## src/common/ssw_pkg.sv

```systemverilog
// Contract
// - Disable bit 1 leaves an output protected by overtemperature shutdown only.
// - Disable bit 0: drain-source overvoltage while on switches output off after filter.
// - PWM enable message: top 8 bits command, low 16 bits per-output enables.
// - PWM enable 0 frees output from PWM; 1 puts it under PWM.
// - Power-on, reset pin or reset command clear all PWM enables.
// - Combine bit 0: output is PWM pin AND on/off bit.
// - Combine bit 1: output is PWM pin OR on/off bit.
// - AND/OR combining applies only where PWM enable is 1.
// - Fault word bits read 1 for fault, 0 for none.
// - All latched fault bits clear on chip select rising edge.
// - Fault word bits 15..0 report outputs 15..0.
// - Fault word bits 21..16 always read 0.
// - Bit 22 reports overvoltage; bit 23 set when any fault present.
// - Reset command turns outputs off and restores power-on register values.
// - 24-bit command in, 24-bit fault word out, both MSB first.
// - On/off command: data 1 turns output on, 0 turns it off.
// - Report overtemperature, overcurrent and off-state open load; not on-state open load.
// - Overvoltage turns all off; recovery restores or keeps off per retry bit.
// - Overtemperature shuts only that output; retry or stay off per thermal bit.
// - Overcurrent stays limited until thermal trip, then overtemp handling; flag set.
// - 48-bit frame echoes first 24 bits; last 24 bits execute.
// - Command decoded from bits 23..18, executed at chip select rising edge.
// - Global command: bit 16 overvoltage retry, bit 17 thermal retry, 1 retries.
package ssw_pkg;
  localparam int NUM_OUT = 16;
  localparam int WORD_W = 24;
  localparam int CMD_LSB = 18;
  localparam int CMD_W = 6;
  localparam int OV_RETRY_BIT = 16;
  localparam int TH_RETRY_BIT = 17;
  localparam int RESP_OV_BIT = 22;
  localparam int RESP_ANY_BIT = 23;
  localparam logic [CMD_W-1:0] CMD_ON_OFF = 6'h00;
  localparam logic [CMD_W-1:0] CMD_OL_EN = 6'h01;
  localparam logic [CMD_W-1:0] CMD_GLOBAL = 6'h02;
  localparam logic [CMD_W-1:0] CMD_FAST_SD = 6'h03;
  localparam logic [CMD_W-1:0] CMD_PWM_SEL = 6'h04;
  localparam logic [CMD_W-1:0] CMD_COMBINE = 6'h05;
  localparam logic [CMD_W-1:0] CMD_RESET = 6'h06;
  localparam logic [15:0] RST_ON_OFF = 16'h0000;
  localparam logic [15:0] RST_OL_EN = 16'h0000;
  localparam logic [15:0] RST_FAST_SD = 16'hFFFF;
  localparam logic [15:0] RST_PWM_SEL = 16'h0000;
  localparam logic [15:0] RST_COMBINE = 16'h0000;
  localparam logic RST_OV_RETRY = 1'b0;
  localparam logic RST_TH_RETRY = 1'b0;
  localparam int CLK_MHZ = 250;
  localparam int FILTER_TIME_US = 100;
  localparam int FILTER_CYC = FILTER_TIME_US * CLK_MHZ;
  localparam int CNT_W = 15;
  localparam logic [5:0] BITCNT_MAX = 6'h3F;
  typedef enum logic [0:0] {FR_IDLE, FR_ACTIVE} ssw_frame_t;
endpackage

```

## src/hdl/ssw_cmd_fault.sv

```systemverilog
`timescale 1ns/1ps
`default_nettype none
module ssw_cmd_fault
  import ssw_pkg::*;
#(
  parameter int FILTER_CYCLES = FILTER_CYC
)
(
  // Clock and reset
  input wire logic sys_clk,
  input wire logic rst,
  // Reset pin, active low, asynchronous to sys_clk
  input wire logic reset_pin_n,
  // Serial link
  input wire logic spi_sclk,
  input wire logic spi_cs_n,
  input wire logic spi_si,
  output logic spi_so,
  output logic spi_so_oe_n,
  // PWM pin
  input wire logic pwm_pin,
  // Analog detector levels
  input wire logic battery_supply_ov,
  input wire logic [NUM_OUT-1:0] drain_source_voltage_high,
  input wire logic [NUM_OUT-1:0] overtemp_det,
  input wire logic [NUM_OUT-1:0] overcurrent_det,
  input wire logic [NUM_OUT-1:0] open_load_det,
  // Output stage controls
  output logic [NUM_OUT-1:0] switch_outputs,
  output logic [NUM_OUT-1:0] open_load_current_en
);

  function automatic logic is_cmd(input logic [WORD_W-1:0] w, input logic [CMD_W-1:0] c);
    is_cmd = (w[WORD_W-1:CMD_LSB] == c);
  endfunction

  localparam logic [CNT_W-1:0] FILT_LAST = CNT_W'(FILTER_CYCLES - 1);

  // Two-flop synchronisers; stage one is read only by stage two
  logic [3:0] pin_s1_r;
  logic [3:0] pin_s2_r;
  logic [4+4*NUM_OUT-1:0] ana_s1_r;
  logic [4+4*NUM_OUT-1:0] ana_s2_r;
  logic sclk_prev_r;
  logic cs_prev_r;

  always_ff @(posedge sys_clk or posedge rst)
  begin
    if (rst)
    begin
      // Idle pin levels, so no false select or clock edge follows reset
      pin_s1_r <= 4'hA;
      pin_s2_r <= 4'hA;
      sclk_prev_r <= 1'b0;
      cs_prev_r <= 1'b1;
    end
    else
    begin
      pin_s1_r <= {reset_pin_n, spi_sclk, spi_cs_n, spi_si};
      pin_s2_r <= pin_s1_r;
      sclk_prev_r <= pin_s2_r[2];
      cs_prev_r <= pin_s2_r[1];
    end
  end

  always_ff @(posedge sys_clk or posedge rst)
  begin
    if (rst)
    begin
      ana_s1_r <= '0;
      ana_s2_r <= '0;
    end
    else
    begin
      ana_s1_r <= {2'h0, pwm_pin, battery_supply_ov, drain_source_voltage_high,
                   overtemp_det, overcurrent_det, open_load_det};
      ana_s2_r <= ana_s1_r;
    end
  end

  logic rstpin_n_s;
  logic sclk_s;
  logic cs_s;
  logic si_s;
  logic pwm_s;
  logic ov_s;
  logic [NUM_OUT-1:0] vds_s;
  logic [NUM_OUT-1:0] ot_s;
  logic [NUM_OUT-1:0] oc_s;
  logic [NUM_OUT-1:0] ol_s;
  assign rstpin_n_s = pin_s2_r[3];
  assign sclk_s = pin_s2_r[2];
  assign cs_s = pin_s2_r[1];
  assign si_s = pin_s2_r[0];
  assign pwm_s = ana_s2_r[4*NUM_OUT+1];
  assign ov_s = ana_s2_r[4*NUM_OUT];
  assign vds_s = ana_s2_r[4*NUM_OUT-1:3*NUM_OUT];
  assign ot_s = ana_s2_r[3*NUM_OUT-1:2*NUM_OUT];
  assign oc_s = ana_s2_r[2*NUM_OUT-1:NUM_OUT];
  assign ol_s = ana_s2_r[NUM_OUT-1:0];

  logic sclk_rise;
  logic sclk_fall;
  logic cs_fall;
  logic cs_rise;
  assign sclk_rise = sclk_s & ~sclk_prev_r;
  assign sclk_fall = ~sclk_s & sclk_prev_r;
  assign cs_fall = ~cs_s & cs_prev_r;
  assign cs_rise = cs_s & ~cs_prev_r;

  // Frame tracking and shifter
  ssw_frame_t frame_r;
  ssw_frame_t frame_nxt;
  logic [WORD_W-1:0] shift_r;
  logic [5:0] bitcnt_r;
  logic [NUM_OUT-1:0] fault_lat_r;
  logic ov_lat_r;
  logic [WORD_W-1:0] resp_word;

  assign resp_word = {(|fault_lat_r) | ov_lat_r, ov_lat_r, 6'h00, fault_lat_r};

  always_comb
  begin
    frame_nxt = frame_r;
    case (frame_r)
      FR_IDLE: if (cs_fall) frame_nxt = FR_ACTIVE;
      FR_ACTIVE: if (cs_rise) frame_nxt = FR_IDLE;
      default: frame_nxt = FR_IDLE;
    endcase
  end

  always_ff @(posedge sys_clk or posedge rst)
  begin
    if (rst)
      frame_r <= FR_IDLE;
    else
      frame_r <= frame_nxt;
  end

  // Shift-through register gives the echo of the first word in long frames
  always_ff @(posedge sys_clk or posedge rst)
  begin
    if (rst)
    begin
      shift_r <= '0;
      bitcnt_r <= '0;
    end
    else if (cs_fall)
    begin
      shift_r <= resp_word;
      bitcnt_r <= '0;
    end
    else if (frame_r == FR_ACTIVE && sclk_rise)
    begin
      shift_r <= {shift_r[WORD_W-2:0], si_s};
      if (bitcnt_r != BITCNT_MAX)
        bitcnt_r <= bitcnt_r + 6'h01;
    end
  end

  always_ff @(posedge sys_clk or posedge rst)
  begin
    if (rst)
    begin
      spi_so <= 1'b0;
      spi_so_oe_n <= 1'b1;
    end
    else
    begin
      spi_so_oe_n <= cs_s;
      if (cs_fall)
        spi_so <= resp_word[WORD_W-1];
      else if (frame_r == FR_ACTIVE && sclk_fall)
        spi_so <= shift_r[WORD_W-1];
    end
  end

  // Command execution; short frames are dropped
  logic exec;
  logic soft_rst;
  logic [WORD_W-1:0] cmd_w;
  assign exec = cs_rise && frame_r == FR_ACTIVE && bitcnt_r >= 6'(WORD_W);
  assign cmd_w = shift_r;
  assign soft_rst = ~rstpin_n_s | (exec & is_cmd(cmd_w, CMD_RESET));

  logic [NUM_OUT-1:0] on_off_r;
  logic [NUM_OUT-1:0] fast_sd_dis_r;
  logic [NUM_OUT-1:0] pwm_sel_r;
  logic [NUM_OUT-1:0] combine_r;
  logic ov_retry_r;
  logic th_retry_r;
  logic ov_prev_r;

  always_ff @(posedge sys_clk or posedge rst)
  begin
    if (rst)
    begin
      fast_sd_dis_r <= RST_FAST_SD;
      pwm_sel_r <= RST_PWM_SEL;
      combine_r <= RST_COMBINE;
      open_load_current_en <= RST_OL_EN;
      ov_retry_r <= RST_OV_RETRY;
      th_retry_r <= RST_TH_RETRY;
    end
    else if (soft_rst)
    begin
      fast_sd_dis_r <= RST_FAST_SD;
      pwm_sel_r <= RST_PWM_SEL;
      combine_r <= RST_COMBINE;
      open_load_current_en <= RST_OL_EN;
      ov_retry_r <= RST_OV_RETRY;
      th_retry_r <= RST_TH_RETRY;
    end
    else if (exec)
    begin
      if (is_cmd(cmd_w, CMD_FAST_SD))
        fast_sd_dis_r <= cmd_w[NUM_OUT-1:0];
      if (is_cmd(cmd_w, CMD_PWM_SEL))
        pwm_sel_r <= cmd_w[NUM_OUT-1:0];
      if (is_cmd(cmd_w, CMD_COMBINE))
        combine_r <= cmd_w[NUM_OUT-1:0];
      if (is_cmd(cmd_w, CMD_OL_EN))
        open_load_current_en <= cmd_w[NUM_OUT-1:0];
      if (is_cmd(cmd_w, CMD_GLOBAL))
      begin
        ov_retry_r <= cmd_w[OV_RETRY_BIT];
        th_retry_r <= cmd_w[TH_RETRY_BIT];
      end
    end
  end

  // On/off register; overvoltage recovery without retry forces all off
  always_ff @(posedge sys_clk or posedge rst)
  begin
    if (rst)
    begin
      on_off_r <= RST_ON_OFF;
      ov_prev_r <= 1'b0;
    end
    else
    begin
      ov_prev_r <= ov_s;
      if (soft_rst)
        on_off_r <= RST_ON_OFF;
      else if (exec && is_cmd(cmd_w, CMD_ON_OFF))
        on_off_r <= cmd_w[NUM_OUT-1:0];
      else if (ov_prev_r && !ov_s && !ov_retry_r)
        on_off_r <= '0;
    end
  end

  // Open load blanking after each command, to skip switching transients
  logic [CNT_W-1:0] blank_cnt_r;
  logic blank_done_r;
  always_ff @(posedge sys_clk or posedge rst)
  begin
    if (rst)
    begin
      blank_cnt_r <= '0;
      blank_done_r <= 1'b0;
    end
    else if (cs_rise)
    begin
      blank_cnt_r <= '0;
      blank_done_r <= 1'b0;
    end
    else if (!blank_done_r)
    begin
      blank_cnt_r <= blank_cnt_r + CNT_W'(1);
      blank_done_r <= (blank_cnt_r == FILT_LAST);
    end
  end

  // Per-output protection
  logic [NUM_OUT-1:0] short_off_r;
  logic [NUM_OUT-1:0] ot_off_r;
  logic [NUM_OUT-1:0] drive;
  logic [NUM_OUT-1:0] fault_evt;

  genvar g;
  generate
    for (g = 0; g < NUM_OUT; g++)
    begin : g_out
      logic [CNT_W-1:0] sd_cnt_r;
      logic base;

      // Filter runs only while the stage is on and fast shutdown is armed
      always_ff @(posedge sys_clk or posedge rst)
      begin
        if (rst)
          sd_cnt_r <= '0;
        else if (fast_sd_dis_r[g] || !switch_outputs[g] || !vds_s[g])
          sd_cnt_r <= '0;
        else if (sd_cnt_r != FILT_LAST)
          sd_cnt_r <= sd_cnt_r + CNT_W'(1);
      end

      // Stays off until commanded off or reset
      always_ff @(posedge sys_clk or posedge rst)
      begin
        if (rst)
          short_off_r[g] <= 1'b0;
        else if (soft_rst || !on_off_r[g])
          short_off_r[g] <= 1'b0;
        else if (!fast_sd_dis_r[g] && sd_cnt_r == FILT_LAST && vds_s[g])
          short_off_r[g] <= 1'b1;
      end

      // Thermal shutdown of this output only
      always_ff @(posedge sys_clk or posedge rst)
      begin
        if (rst)
          ot_off_r[g] <= 1'b0;
        else if (ot_s[g])
          ot_off_r[g] <= 1'b1;
        else if (soft_rst || th_retry_r || !on_off_r[g])
          ot_off_r[g] <= 1'b0;
      end

      assign base = pwm_sel_r[g] ?
                    (combine_r[g] ? (pwm_s | on_off_r[g]) : (pwm_s & on_off_r[g])) :
                    on_off_r[g];
      assign drive[g] = base & ~ot_off_r[g] & ~short_off_r[g] & ~ov_s;

      // Open load counts only with the output commanded off
      assign fault_evt[g] = ot_s[g] | oc_s[g] | short_off_r[g] |
                            (ol_s[g] & ~on_off_r[g] & open_load_current_en[g] & blank_done_r);
    end
  endgenerate

  always_ff @(posedge sys_clk or posedge rst)
  begin
    if (rst)
      switch_outputs <= '0;
    else if (soft_rst)
      switch_outputs <= '0;
    else
      switch_outputs <= drive;
  end

  // Fault latches: a new event wins over the chip select clear
  always_ff @(posedge sys_clk or posedge rst)
  begin
    if (rst)
    begin
      fault_lat_r <= '0;
      ov_lat_r <= 1'b0;
    end
    else
    begin
      fault_lat_r <= (cs_rise ? '0 : fault_lat_r) | fault_evt;
      ov_lat_r <= (cs_rise ? 1'b0 : ov_lat_r) | ov_s;
    end
  end

endmodule // ssw_cmd_fault
`default_nettype wire

```

## config.mk

```make
export PLATFORM = sky130hd
export DESIGN_NAME = ssw_cmd_fault
export DESIGN_NICKNAME = d
export VERILOG_FILES = /design/src/common/ssw_pkg.sv /design/src/hdl/ssw_cmd_fault.sv
export SDC_FILE = /design/constraint.sdc
export NUM_CORES = 1
export LEC_CHECK = 0
export BUFFER_PORTS_ARGS = -buffer_cell sky130_fd_sc_hd__clkbuf_2
export CORE_MARGIN = 8
export CORE_UTILIZATION = 55
export CTS_BUF_LIST = sky130_fd_sc_hd__clkbuf_8 sky130_fd_sc_hd__clkbuf_16
export CTS_CLUSTER_SIZE = 30
export DETAILED_ROUTE_END_ITERATION = 10
export HOLD_SLACK_MARGIN = 0.02
export PLACE_DENSITY = 0.73
export SLEW_MARGIN = 30
export SYNTH_ARGS = -nofsm -noshare
export SYNTH_HDL_FRONTEND = slang
export SYNTH_SLANG_ARGS = --single-unit
```

## constraint.sdc

```tcl
create_clock -name sys_clk -period 26.5 [get_ports sys_clk]
set_clock_uncertainty 0.2 [all_clocks]
set_input_delay 5.3 -clock sys_clk [delete_from_list [all_inputs] [get_ports sys_clk]]
set_output_delay 5.3 -clock sys_clk [all_outputs]
set_load 0.02 [all_outputs]
```

==> results of run 1 <==
[metal layers]
layer,up-vias,routed length [µm]
met5,-,0
met1,8879,24100
met4,0,1910
li1,8234,-
met3,108,3110
met2,464,26300
[state kept, by name, summed over array words and instances (netlist names), 15 cells and up]
| signal | flops |
|---|---|
| fast_sd_dis_r | 16 |
| blank_cnt_r | 15 |
| open_load_current_en | 16 |
| on_off_r | 16 |
| pwm_sel_r | 16 |
| ana_s1_r | 66 |
| combine_r | 16 |
| fault_lat_r | 16 |
| ana_s2_r | 66 |
| ot_off_r | 16 |
| short_off_r | 16 |
| g_out.sd_cnt_r | 240 |
| switch_outputs | 16 |
| cmd_w | 24 |
[power by group]
part	total (µW)	internal (µW)	switching (µW)
combinational	50.8	15.6	35.2
clock	882	535	347
sequential	927	904	23.6
total	1860	1450	406
[cell type report]
cell class                 instances  share of cell area [%]
clock inverter                    34                    1.53
timing repair buffer             126                    2.55
tap                              592                    2.68
inverter                          37                   0.529
multi-input combinational       1557                    34.2
sequential                       578                    52.4
clock buffer                      74                    6.09
[how the worst max path moves through the flow]
stage | from | cells after the start | slack [ns] | end
floorplan | rst | 1 | 4.86 | ana_s1_r[0]
global placement | rst | 5 | 17.82 | ana_s1_r[15]
detailed placement | rst | 5 | 17.75 | ana_s1_r[64]
CTS | rst | 5 | 18.41 | ana_s1_r[64]
global route | rst | 5 | 18.58 | ana_s2_r[49]
finish | rst | 5 | 19.03 | ana_s1_r[15]
[cells by family after synthesis]
kind of cell    count (synthesis)  share of synthesized area, %
mux                            79                          3.24
buf+inv                       113                          1.90
fa+ha+maj                      20                          1.02
flops                         578                          59.4
simple gates                 1017                          21.6
xor+xnor                      145                          5.21
compound gates                296                          7.61
[synthesized netlist by cell type, types with 5 or more instances]
cell type / number / area share, %
o31ai_1: 13 / 0.40
nor2b_1: 8 / 0.21
nor4_1: 53 / 1.4
nor4_2: 7 / 0.36
a2111oi_0: 16 / 0.57
nor2_1: 287 / 4.4
and4_1: 17 / 0.61
a22oi_1: 16 / 0.49
or3_1: 56 / 1.4
nor3_1: 40 / 0.82
xor2_1: 73 / 2.6
ha_1: 19 / 0.98
nand3b_1: 5 / 0.15
a31o_2: 19 / 0.68
mux2i_1: 79 / 3.2
buf_1: 8 / 0.12
and2_1: 11 / 0.28
inv_1: 37 / 0.57
dfrtp_1: 557 / 57
nand2_1: 216 / 3.3
xnor2_1: 72 / 2.6
or4_1: 31 / 0.95
nor4bb_1: 14 / 0.57
buf_2: 8 / 0.16
a31oi_1: 31 / 0.80
a21o_1: 17 / 0.52
nand4b_1: 23 / 0.83
and3_1: 24 / 0.62
nand2b_1: 23 / 0.59
clkbuf_1: 56 / 0.86
o211ai_1: 20 / 0.62
dfstp_2: 21 / 2.3
a21oi_1: 98 / 2.0
nand4_1: 52 / 1.3
or4bb_1: 7 / 0.32
nand3_1: 123 / 2.5
o21ai_0: 59 / 1.2
[stage by stage]
stage	setup slack [ns]	hold slack [ns]
after floorplan	4.86	0.131
after global routing	18.58	0.154
after detailed placement	17.75	0.135
after CTS	18.41	0.147
after global placement	17.82	0.134
final	19.03	0.147
==> qor.txt, run 1 <==
WP data required -> 26.99 ns
Yosys cell types -> 56
Post-Route Utilization -> 62.8%
yosys warns -> 0
Synth Area per Inst -> 10.8 µm²
drt first pass iters -> 5
WL final -> 55400 µm
Syn Nets -> 2339
Setup Viol. Count Final -> 0
status -> completed
Wirelength per Cell -> 18.5 µm
total grt overflow -> 0
sequential area share after synthesis -> 59.4%
io pins -> 106
worst path arrival time -> 7.97 ns
area grow syn2layout -> 13.4%
hold path endpoint -> ana_s2_r[52]
core area -> 44000 µm²
CTS tree -> yes
DP Area -> 25500 µm²
critical path's slowest cell -> buf_4
Die X -> 227 µm
Pwr Total -> 1860 µW
Hold Path Origin -> ana_s1_r[52]
Post-synth EDFFs -> 0
Starting Density -> 55.4%
R2R Path Start -> bitcnt_r[4]
DRT antenna net count -> 0
R2R Path End -> switch_outputs[15]
Vias/cell -> 5.90
Die Area -> 51300 µm²
RePlAce Congestion -> 0.852
worst stage delay on the critical path -> 0.65 ns
Tightest Pin Transition -> 0.991 ns
Hold Path Class -> reg2reg
Cells after Synth -> 2248
num rows -> 77
Multi-input gate area -> 9460 µm²
Synth Cell Area -> 24400 µm²
total power per unit cell area -> 67.3 nW/µm²
first-pass GRT wire length -> 90500 µm
CP top delay family -> buffers and inverters
# hold bufs at CTS -> 0
largest net degree at the start of global routing -> 104
Async S/R FF share, synth -> 100%
number of global-route vias before repair -> 17500
post-CTS resize count -> 0
final hold violations -> 0
period utilization -> 28.2%
clk root buf -> clkbuf_16
via count -> 17700
drt initial violations -> 1556
Worst Path Max Fanout -> 103
Synth Register Bits -> 578
Synth Flop Type -> dfrtp_1
reg2reg path depth -> 5
hold path cells -> 0
final-stage net count -> 2449
Worst-path clk slew -> 0.06 ns
setup bufs post-CTS -> 0
fin crit period -> 7.47 ns
most common cell after layout, fill and taps aside -> dfrtp_1
design area -> 27600 µm²
number of buffers created by CTS -> 58
H-tree levels -> 2
Leak -> 0.0117 µW
initial antenna violation count -> 0
CP startpoint kind -> input port
GR Layer Usage met2 -> 35.4%
global router's overall resource usage -> 21.8%
met3 usage -> 3.88%
CP cell instances -> clkbuf_2, inv_8, buf_6, buf_6, buf_4
# clock sinks -> 578
final max-slew violation count -> 0
# diodes -> 0
Worst path most repeated cell -> buf_6
filler cell count -> 3535
crit path buf inv count -> 5
GR Util met1 -> 29.1%
Storage cell area -> 14500 µm²
hpwl dp -> 36400 µm
kind of critical path -> in2async
global routing's busiest layer -> met2
CP endpoint kind -> async pin
Port Buf Inserts -> 105
commonest cells after routing, fill and taps aside -> dfrtp_1, nor2_1, nand2_1, nand3_1, clkbuf_2
cell count after placement -> 2890
total of max-cap violations -> 0
TNS Setup -> 0 ns
RSZ-0062 raised after global routing -> false
CTS max path bufs -> 3
Max VDD drop -> 0.0668 mV
fmax -> 0.134 GHz
latest clock arrival within the worst-skew pair -> 0.62 ns
r2r setup slk -> 23.15 ns
Finished Layout Cells -> 2998
share of layout cells above drive strength 1 -> 12.1%
Die Height -> 227 µm
Residual DRC -> 0
max_slew headroom -> 34.0%
(Power assumes the default switching activity.)
==> inputs of run 2 (changes only) <==
==> constraint.sdc (replaced) <==
create_clock -name sys_clk -period 7.75 [get_ports sys_clk]
set_clock_uncertainty 0.2 [all_clocks]
set_input_delay 1.55 -clock sys_clk [delete_from_list [all_inputs] [get_ports sys_clk]]
set_output_delay 1.55 -clock sys_clk [all_outputs]
set_load 0.02 [all_outputs]
==> run 2 against run 1 <==
Net effect: setup slack worse by 14 ns; combinational power grew to 3.5 times the previous value; wire length is 3.9% lower.
==> qor.txt, run 2 (same netlist as run 1, synthesis figures left out) <==
critical path's slowest cell -> dfstp_2
fin crit period -> 3.15 ns
global router's overall resource usage -> 21.0% (-0.80 points)
WL final -> 53300 µm (-3.9%)
share of layout cells above drive strength 1 -> 11.6% (-0.55 points)
total of max-cap violations -> 0 (unchanged)
clk root buf -> clkbuf_16
Tightest Pin Transition -> 0.835 ns (-0.155 ns)
via count -> 17500 (-1.3%)
number of global-route vias before repair -> 16900 (-3.1%)
crit path buf inv count -> 1 (-4)
Starting Density -> 55.4% (unchanged)
CTS max path bufs -> 3 (unchanged)
# clock sinks -> 578 (unchanged)
CP startpoint kind -> flip-flop
Wirelength per Cell -> 17.8 µm (-3.6%)
area grow syn2layout -> 12.7%
post-CTS resize count -> 0 (unchanged)
most common cell after layout, fill and taps aside -> dfrtp_1
fmax -> 0.317 GHz
period utilization -> 40.7%
kind of critical path -> reg2out
Setup Viol. Count Final -> 0 (unchanged)
RePlAce Congestion -> 0.853 (+0.16%)
# hold bufs at CTS -> 0 (unchanged)
Worst Path Max Fanout -> 8 (-92%)
largest net degree at the start of global routing -> 179 (+72%)
worst path arrival time -> 1.40 ns (-6.57 ns)
Residual DRC -> 0 (unchanged)
core area -> 44000 µm² (unchanged)
final max-slew violation count -> 0 (unchanged)
num rows -> 77 (unchanged)
Worst-path clk slew -> 0.06 ns (about the same)
number of flip-flops in the largest register -> 240 (unchanged)
final hold violations -> 0 (unchanged)
DRT antenna net count -> 0 (unchanged)
drt first pass iters -> 5 (unchanged)
largest registers -> g_out.sd_cnt_r: 240 flops, ana_s1_r: 66 flops, ana_s2_r: 66 flops
first-pass GRT wire length -> 88000 µm (-2.8%)
Die Area -> 51300 µm² (unchanged)
CTS tree -> yes
WHS -> 0.146 ns (-0.000418 ns)
RSZ-0062 raised after global routing -> false
max_slew headroom -> 44.3% (+10 points)
CP cell instances -> clkbuf_2
number of buffers created by CTS -> 57 (-1.7%)
latest clock arrival within the worst-skew pair -> 0.60 ns (-0.02 ns)
H-tree levels -> 2 (unchanged)
hpwl dp -> 34600 µm (-5.0%)
Die X -> 227 µm (unchanged)
total grt overflow -> 0 (unchanged)
io pins -> 106 (unchanged)
Max VDD drop -> 0.177 mV (+170%)
CP top delay family -> flip-flops
Hold Path Class -> reg2reg
final-stage net count -> 2442 (-0.29%)
Leak -> 0.0117 µW (-0.53%)
# diodes -> 0 (unchanged)
drt initial violations -> 1402 (-9.9%)
Pwr Total -> 6120 µW (+230%)
Die Height -> 227 µm (unchanged)
Port Buf Inserts -> 105 (unchanged)
worst stage delay on the critical path -> 0.60 ns (-0.05 ns)
WP data required -> 6.00 ns (-20.99 ns)
CP endpoint kind -> output pin
Top reg by flops -> g_out.sd_cnt_r
setup bufs post-CTS -> 0 (unchanged)
status -> completed
total power per unit cell area -> 223 nW/µm² (+230%)
Vias/cell -> 5.84 (-1.0%)
commonest cells after routing, fill and taps aside -> dfrtp_1, nor2_1, nand2_1, nand3_1, clkbuf_2
initial antenna violation count -> 0 (unchanged)
run 2: cell count changes in the layout (fill, tap and decap cells not counted), sizes merged:
cell and change:
inv +9, clkinv -2, clkinvlp +1, bufinv -4, clkbuf -5, buf -6
run 2: power by group:
part	internal [µW]	switching [µW]	leakage [µW]
combinational	56.4	120	0.00316
sequential	3090	73.2	0.00749
clock	1640	1150	0.00101
run 2: cell type report:
| cell class | instances | area [µm²] |
|---|---|---|
| Clock buffer | 69 | 1610 |
| Timing Repair Buffer | 120 | 718 |
| Fill cell | 3490 | 16500 |
| Inverter | 37 | 143 |
| Multi-Input combinational cell | 1557 | 9470 |
| Sequential cell | 578 | 14500 |
| Tap cell | 592 | 741 |
| Clock inverter | 38 | 309 |
run 2: worst paths after layout:
| check | startpoint | to | slack [ns] | depth (start not counted) |
|---|---|---|---|---|
| setup / recovery | spi_so_oe_n | spi_so_oe_n | 4.60 | 1 |
| hold / removal | ana_s1_r[39] | ana_s2_r[39] | 0.15 | 0 |
| setup reg to reg | bitcnt_r[4] | switch_outputs[13] | 4.66 | 4 |
| hold reg to reg | ana_s1_r[39] | ana_s2_r[39] | 0.15 | 0 |
| max in group asynchronous | rst | g_out[6].sd_cnt_r[6] | 4.72 | 6 |
| min in group asynchronous | rst | ana_s1_r[9] | 0.82 | 3 |
run 2: metal layers:
metal	track usage [%]	vias to the layer above	share of wire, %
met3	3.43	92	4.9
met1	29.3	8730	45
met4	6.85	0	2.7
li1	-	8224	-
met5	0	-	0
met2	33.6	414	48
run 2: metrics by stage:
stage / TNS (ns) / setup WS (ns) / instance area, µm² / utilization (%) / std cells
2_1_floorplan: -1035.11 / -1.86 / 24400 / - / 2248
3_3_place_gp: 0 / 4.03 / 25500 / 57.8 / 2880
3_5_place_dp: 0 / 4.02 / 25500 / 57.9 / 2881
4_1_cts: 0 / 4.55 / 27400 / 62.2 / 2988
5_1_grt: 0 / 4.44 / 27500 / 62.4 / 2991
6_report: 0 / 4.60 / 27500 / 62.4 / 2991
==> inputs of run 3 (changes only) <==
--- a/config.mk
+++ b/config.mk
@@ -12,7 +12,7 @@
 export CTS_CLUSTER_SIZE = 30
 export DETAILED_ROUTE_END_ITERATION = 10
 export HOLD_SLACK_MARGIN = 0.02
-export PLACE_DENSITY = 0.73
+export PLACE_DENSITY = 0.76
 export SLEW_MARGIN = 30
 export SYNTH_ARGS = -nofsm -noshare
 export SYNTH_HDL_FRONTEND = slang
==> constraint.sdc (replaced) <==
create_clock -name sys_clk -period 2.5 [get_ports sys_clk]
set_clock_uncertainty 0.2 [all_clocks]
set_input_delay 0.5 -clock sys_clk [delete_from_list [all_inputs] [get_ports sys_clk]]
set_output_delay 0.5 -clock sys_clk [all_outputs]
set_load 0.02 [all_outputs]
==> run 3 against run 2 <==
Net effect: utilization rose by 2.7 points; combinational power rose to 3.8 times the previous value; non-clock buffer count rose by 111; cell count rose by 3.7%; sequential power rose to 3.1 times the previous value; global-route usage rose by 0.92 points; cell area rose by 4.3%; count of clock-buffer cells in the layout fell by 2; first-iteration DRC count rose by 11%; via count rose by 3.3%; setup slack got worse by 4.4 ns; die area did not move; largest cell class unchanged; largest power group unchanged.
==> qor.txt, run 3 (same netlist as run 1, synthesis figures left out) <==
hpwl dp -> 36400 µm (+5.1%)
number of global-route vias before repair -> 17900 (+5.8%)
drt initial violations -> 1555 (+11%)
Die Area -> 51300 µm² (unchanged)
Setup Viol. Count Final -> 0 (unchanged)
CP startpoint kind -> flip-flop
Die Height -> 227 µm (unchanged)
first-pass GRT wire length -> 92200 µm (+4.8%)
Leak -> 0.0122 µW (+4.4%)
WHS -> 0.144 ns (-0.00210 ns)
final-stage net count -> 2554 (+4.6%)
GR Util met1 -> 30.5% (+1.2 points)
period utilization -> 93.7%
# diodes -> 0 (unchanged)
Residual DRC -> 0 (unchanged)
DRT antenna net count -> 0 (unchanged)
H-tree levels -> 2 (unchanged)
RePlAce Congestion -> 0.870 (+1.9%)
RSZ-0062 raised after global routing -> false
CP endpoint kind -> flip-flop
CTS tree -> yes
worst path arrival time -> 2.62 ns (+1.22 ns)
largest net degree at the start of global routing -> 103 (-42%)
Port Buf Inserts -> 105 (unchanged)
total of max-cap violations -> 0 (unchanged)
Worst Path Max Fanout -> 10 (+2)
setup ws final -> 0.159 ns (-4.44 ns)
num rows -> 77 (unchanged)
Pwr Total -> 19700 µW (+220%)
initial antenna violation count -> 1 (+1)
dpl ws -> 0.179 ns (-3.84 ns)
final hold violations -> 0 (unchanged)
total power per unit cell area -> 687 nW/µm² (+210%)
share of layout cells above drive strength 1 -> 12.8% (+1.2 points)
Top reg by flops -> g_out.sd_cnt_r
core area -> 44000 µm² (unchanged)
via count -> 18000 (+3.3%)
design area -> 28700 µm² (+4.3%)
Worst-path clk slew -> 0.06 ns (about the same)
drt first pass iters -> 6 (+1)
# clock sinks -> 578 (unchanged)
Die X -> 227 µm (unchanged)
commonest cells after routing, fill and taps aside -> dfrtp_1, nor2_1, nand2_1, nand3_1, clkbuf_2
GR Layer Usage met2 -> 34.8% (+1.1 points)
kind of critical path -> reg2reg
Hold Path Class -> reg2reg
global routing's busiest layer -> met2
fin crit period -> 2.34 ns
Starting Density -> 55.4% (unchanged)
clk root buf -> clkbuf_16
DP Area -> 25900 µm² (+1.6%)
area grow syn2layout -> 17.6%
total grt overflow -> 0 (unchanged)
fmax -> 0.427 GHz
Tightest Pin Transition -> 0.615 ns (-0.221 ns)
max_slew headroom -> 58.9% (+15 points)
number of flip-flops in the largest register -> 240 (unchanged)
io pins -> 106 (unchanged)
Vias/cell -> 5.81 (-0.41%)
CTS max path bufs -> 3 (unchanged)
Wirelength per Cell -> 17.9 µm (+0.49%)
WP data required -> 2.78 ns (-3.22 ns)
Max VDD drop -> 0.574 mV (+220%)
status -> completed
number of buffers created by CTS -> 58 (+1.8%)
latest clock arrival within the worst-skew pair -> 0.61 ns (about the same)
WL final -> 55600 µm (+4.3%)
global router's overall resource usage -> 21.9% (+0.92 points)
final max-slew violation count -> 0 (unchanged)
most common cell after layout, fill and taps aside -> dfrtp_1
largest registers -> g_out.sd_cnt_r: 240 flops, ana_s1_r: 66 flops, ana_s2_r: 66 flops
met3 usage -> 3.41% (-0.013 points)
run 3: critical path: stages (launching register included):
cell and delay (ns):
dfrtp_1 0.41, or4_4 0.60, or4_1 0.52, buf_4 0.23
mux2i_1 0.19, nor2_1 0.06
run 3: layout make-up:
cell class,count,area (µm²)
Fill cell,3293,15400
Timing Repair Buffer,231,1790
Tap cell,592,741
Inverter,37,143
Multi-Input combinational cell,1557,9450
Clock buffer,67,1590
Clock inverter,41,470
Sequential cell,578,14500
run 3: through the flow:
step                      TNS (ns)  util [%]  instances
final                            0      65.1       3103
after global routing             0      65.1       3103
after CTS                        0      65.1       3103
after detailed placement         0      58.8       2924
after global placement           0      58.8       2924
after floorplan           -3455.34         -       2248
run 3: final timing paths:
check | cells past startpoint | startpoint | endpoint | slack [ns]
worst max-delay path | 5 | cmd_w[19] | combine_r[7] | 0.16
worst max register to register | 5 | cmd_w[19] | combine_r[7] | 0.16
worst min-delay path | 0 | pin_s1_r[0] | pin_s2_r[0] | 0.14
worst min register to register | 0 | pin_s1_r[0] | pin_s2_r[0] | 0.14
max in group asynchronous | 5 | rst | fast_sd_dis_r[12] | 1.03
min in group asynchronous | 4 | rst | ana_s2_r[49] | 0.44
run 3: what timing repair did:
action                                 in CTS  in global routing
gates resized for setup                     0                  0
hold buffers                               71                  0
buffers inserted                            0                  0
endpoints found under the hold margin     195                  0
run 3: layer usage:
layer | share of wire (%) | vias up
met5 | 0 | -
met4 | 3.2 | 0
met3 | 5.1 | 128
met2 | 47 | 489
met1 | 44 | 8981
li1 | - | 8441
run 3: where the power goes:
group,switching (µW),internal (µW),total (µW)
clock network,3790,5420,9210
logic,401,270,671
registers,229,9580,9810
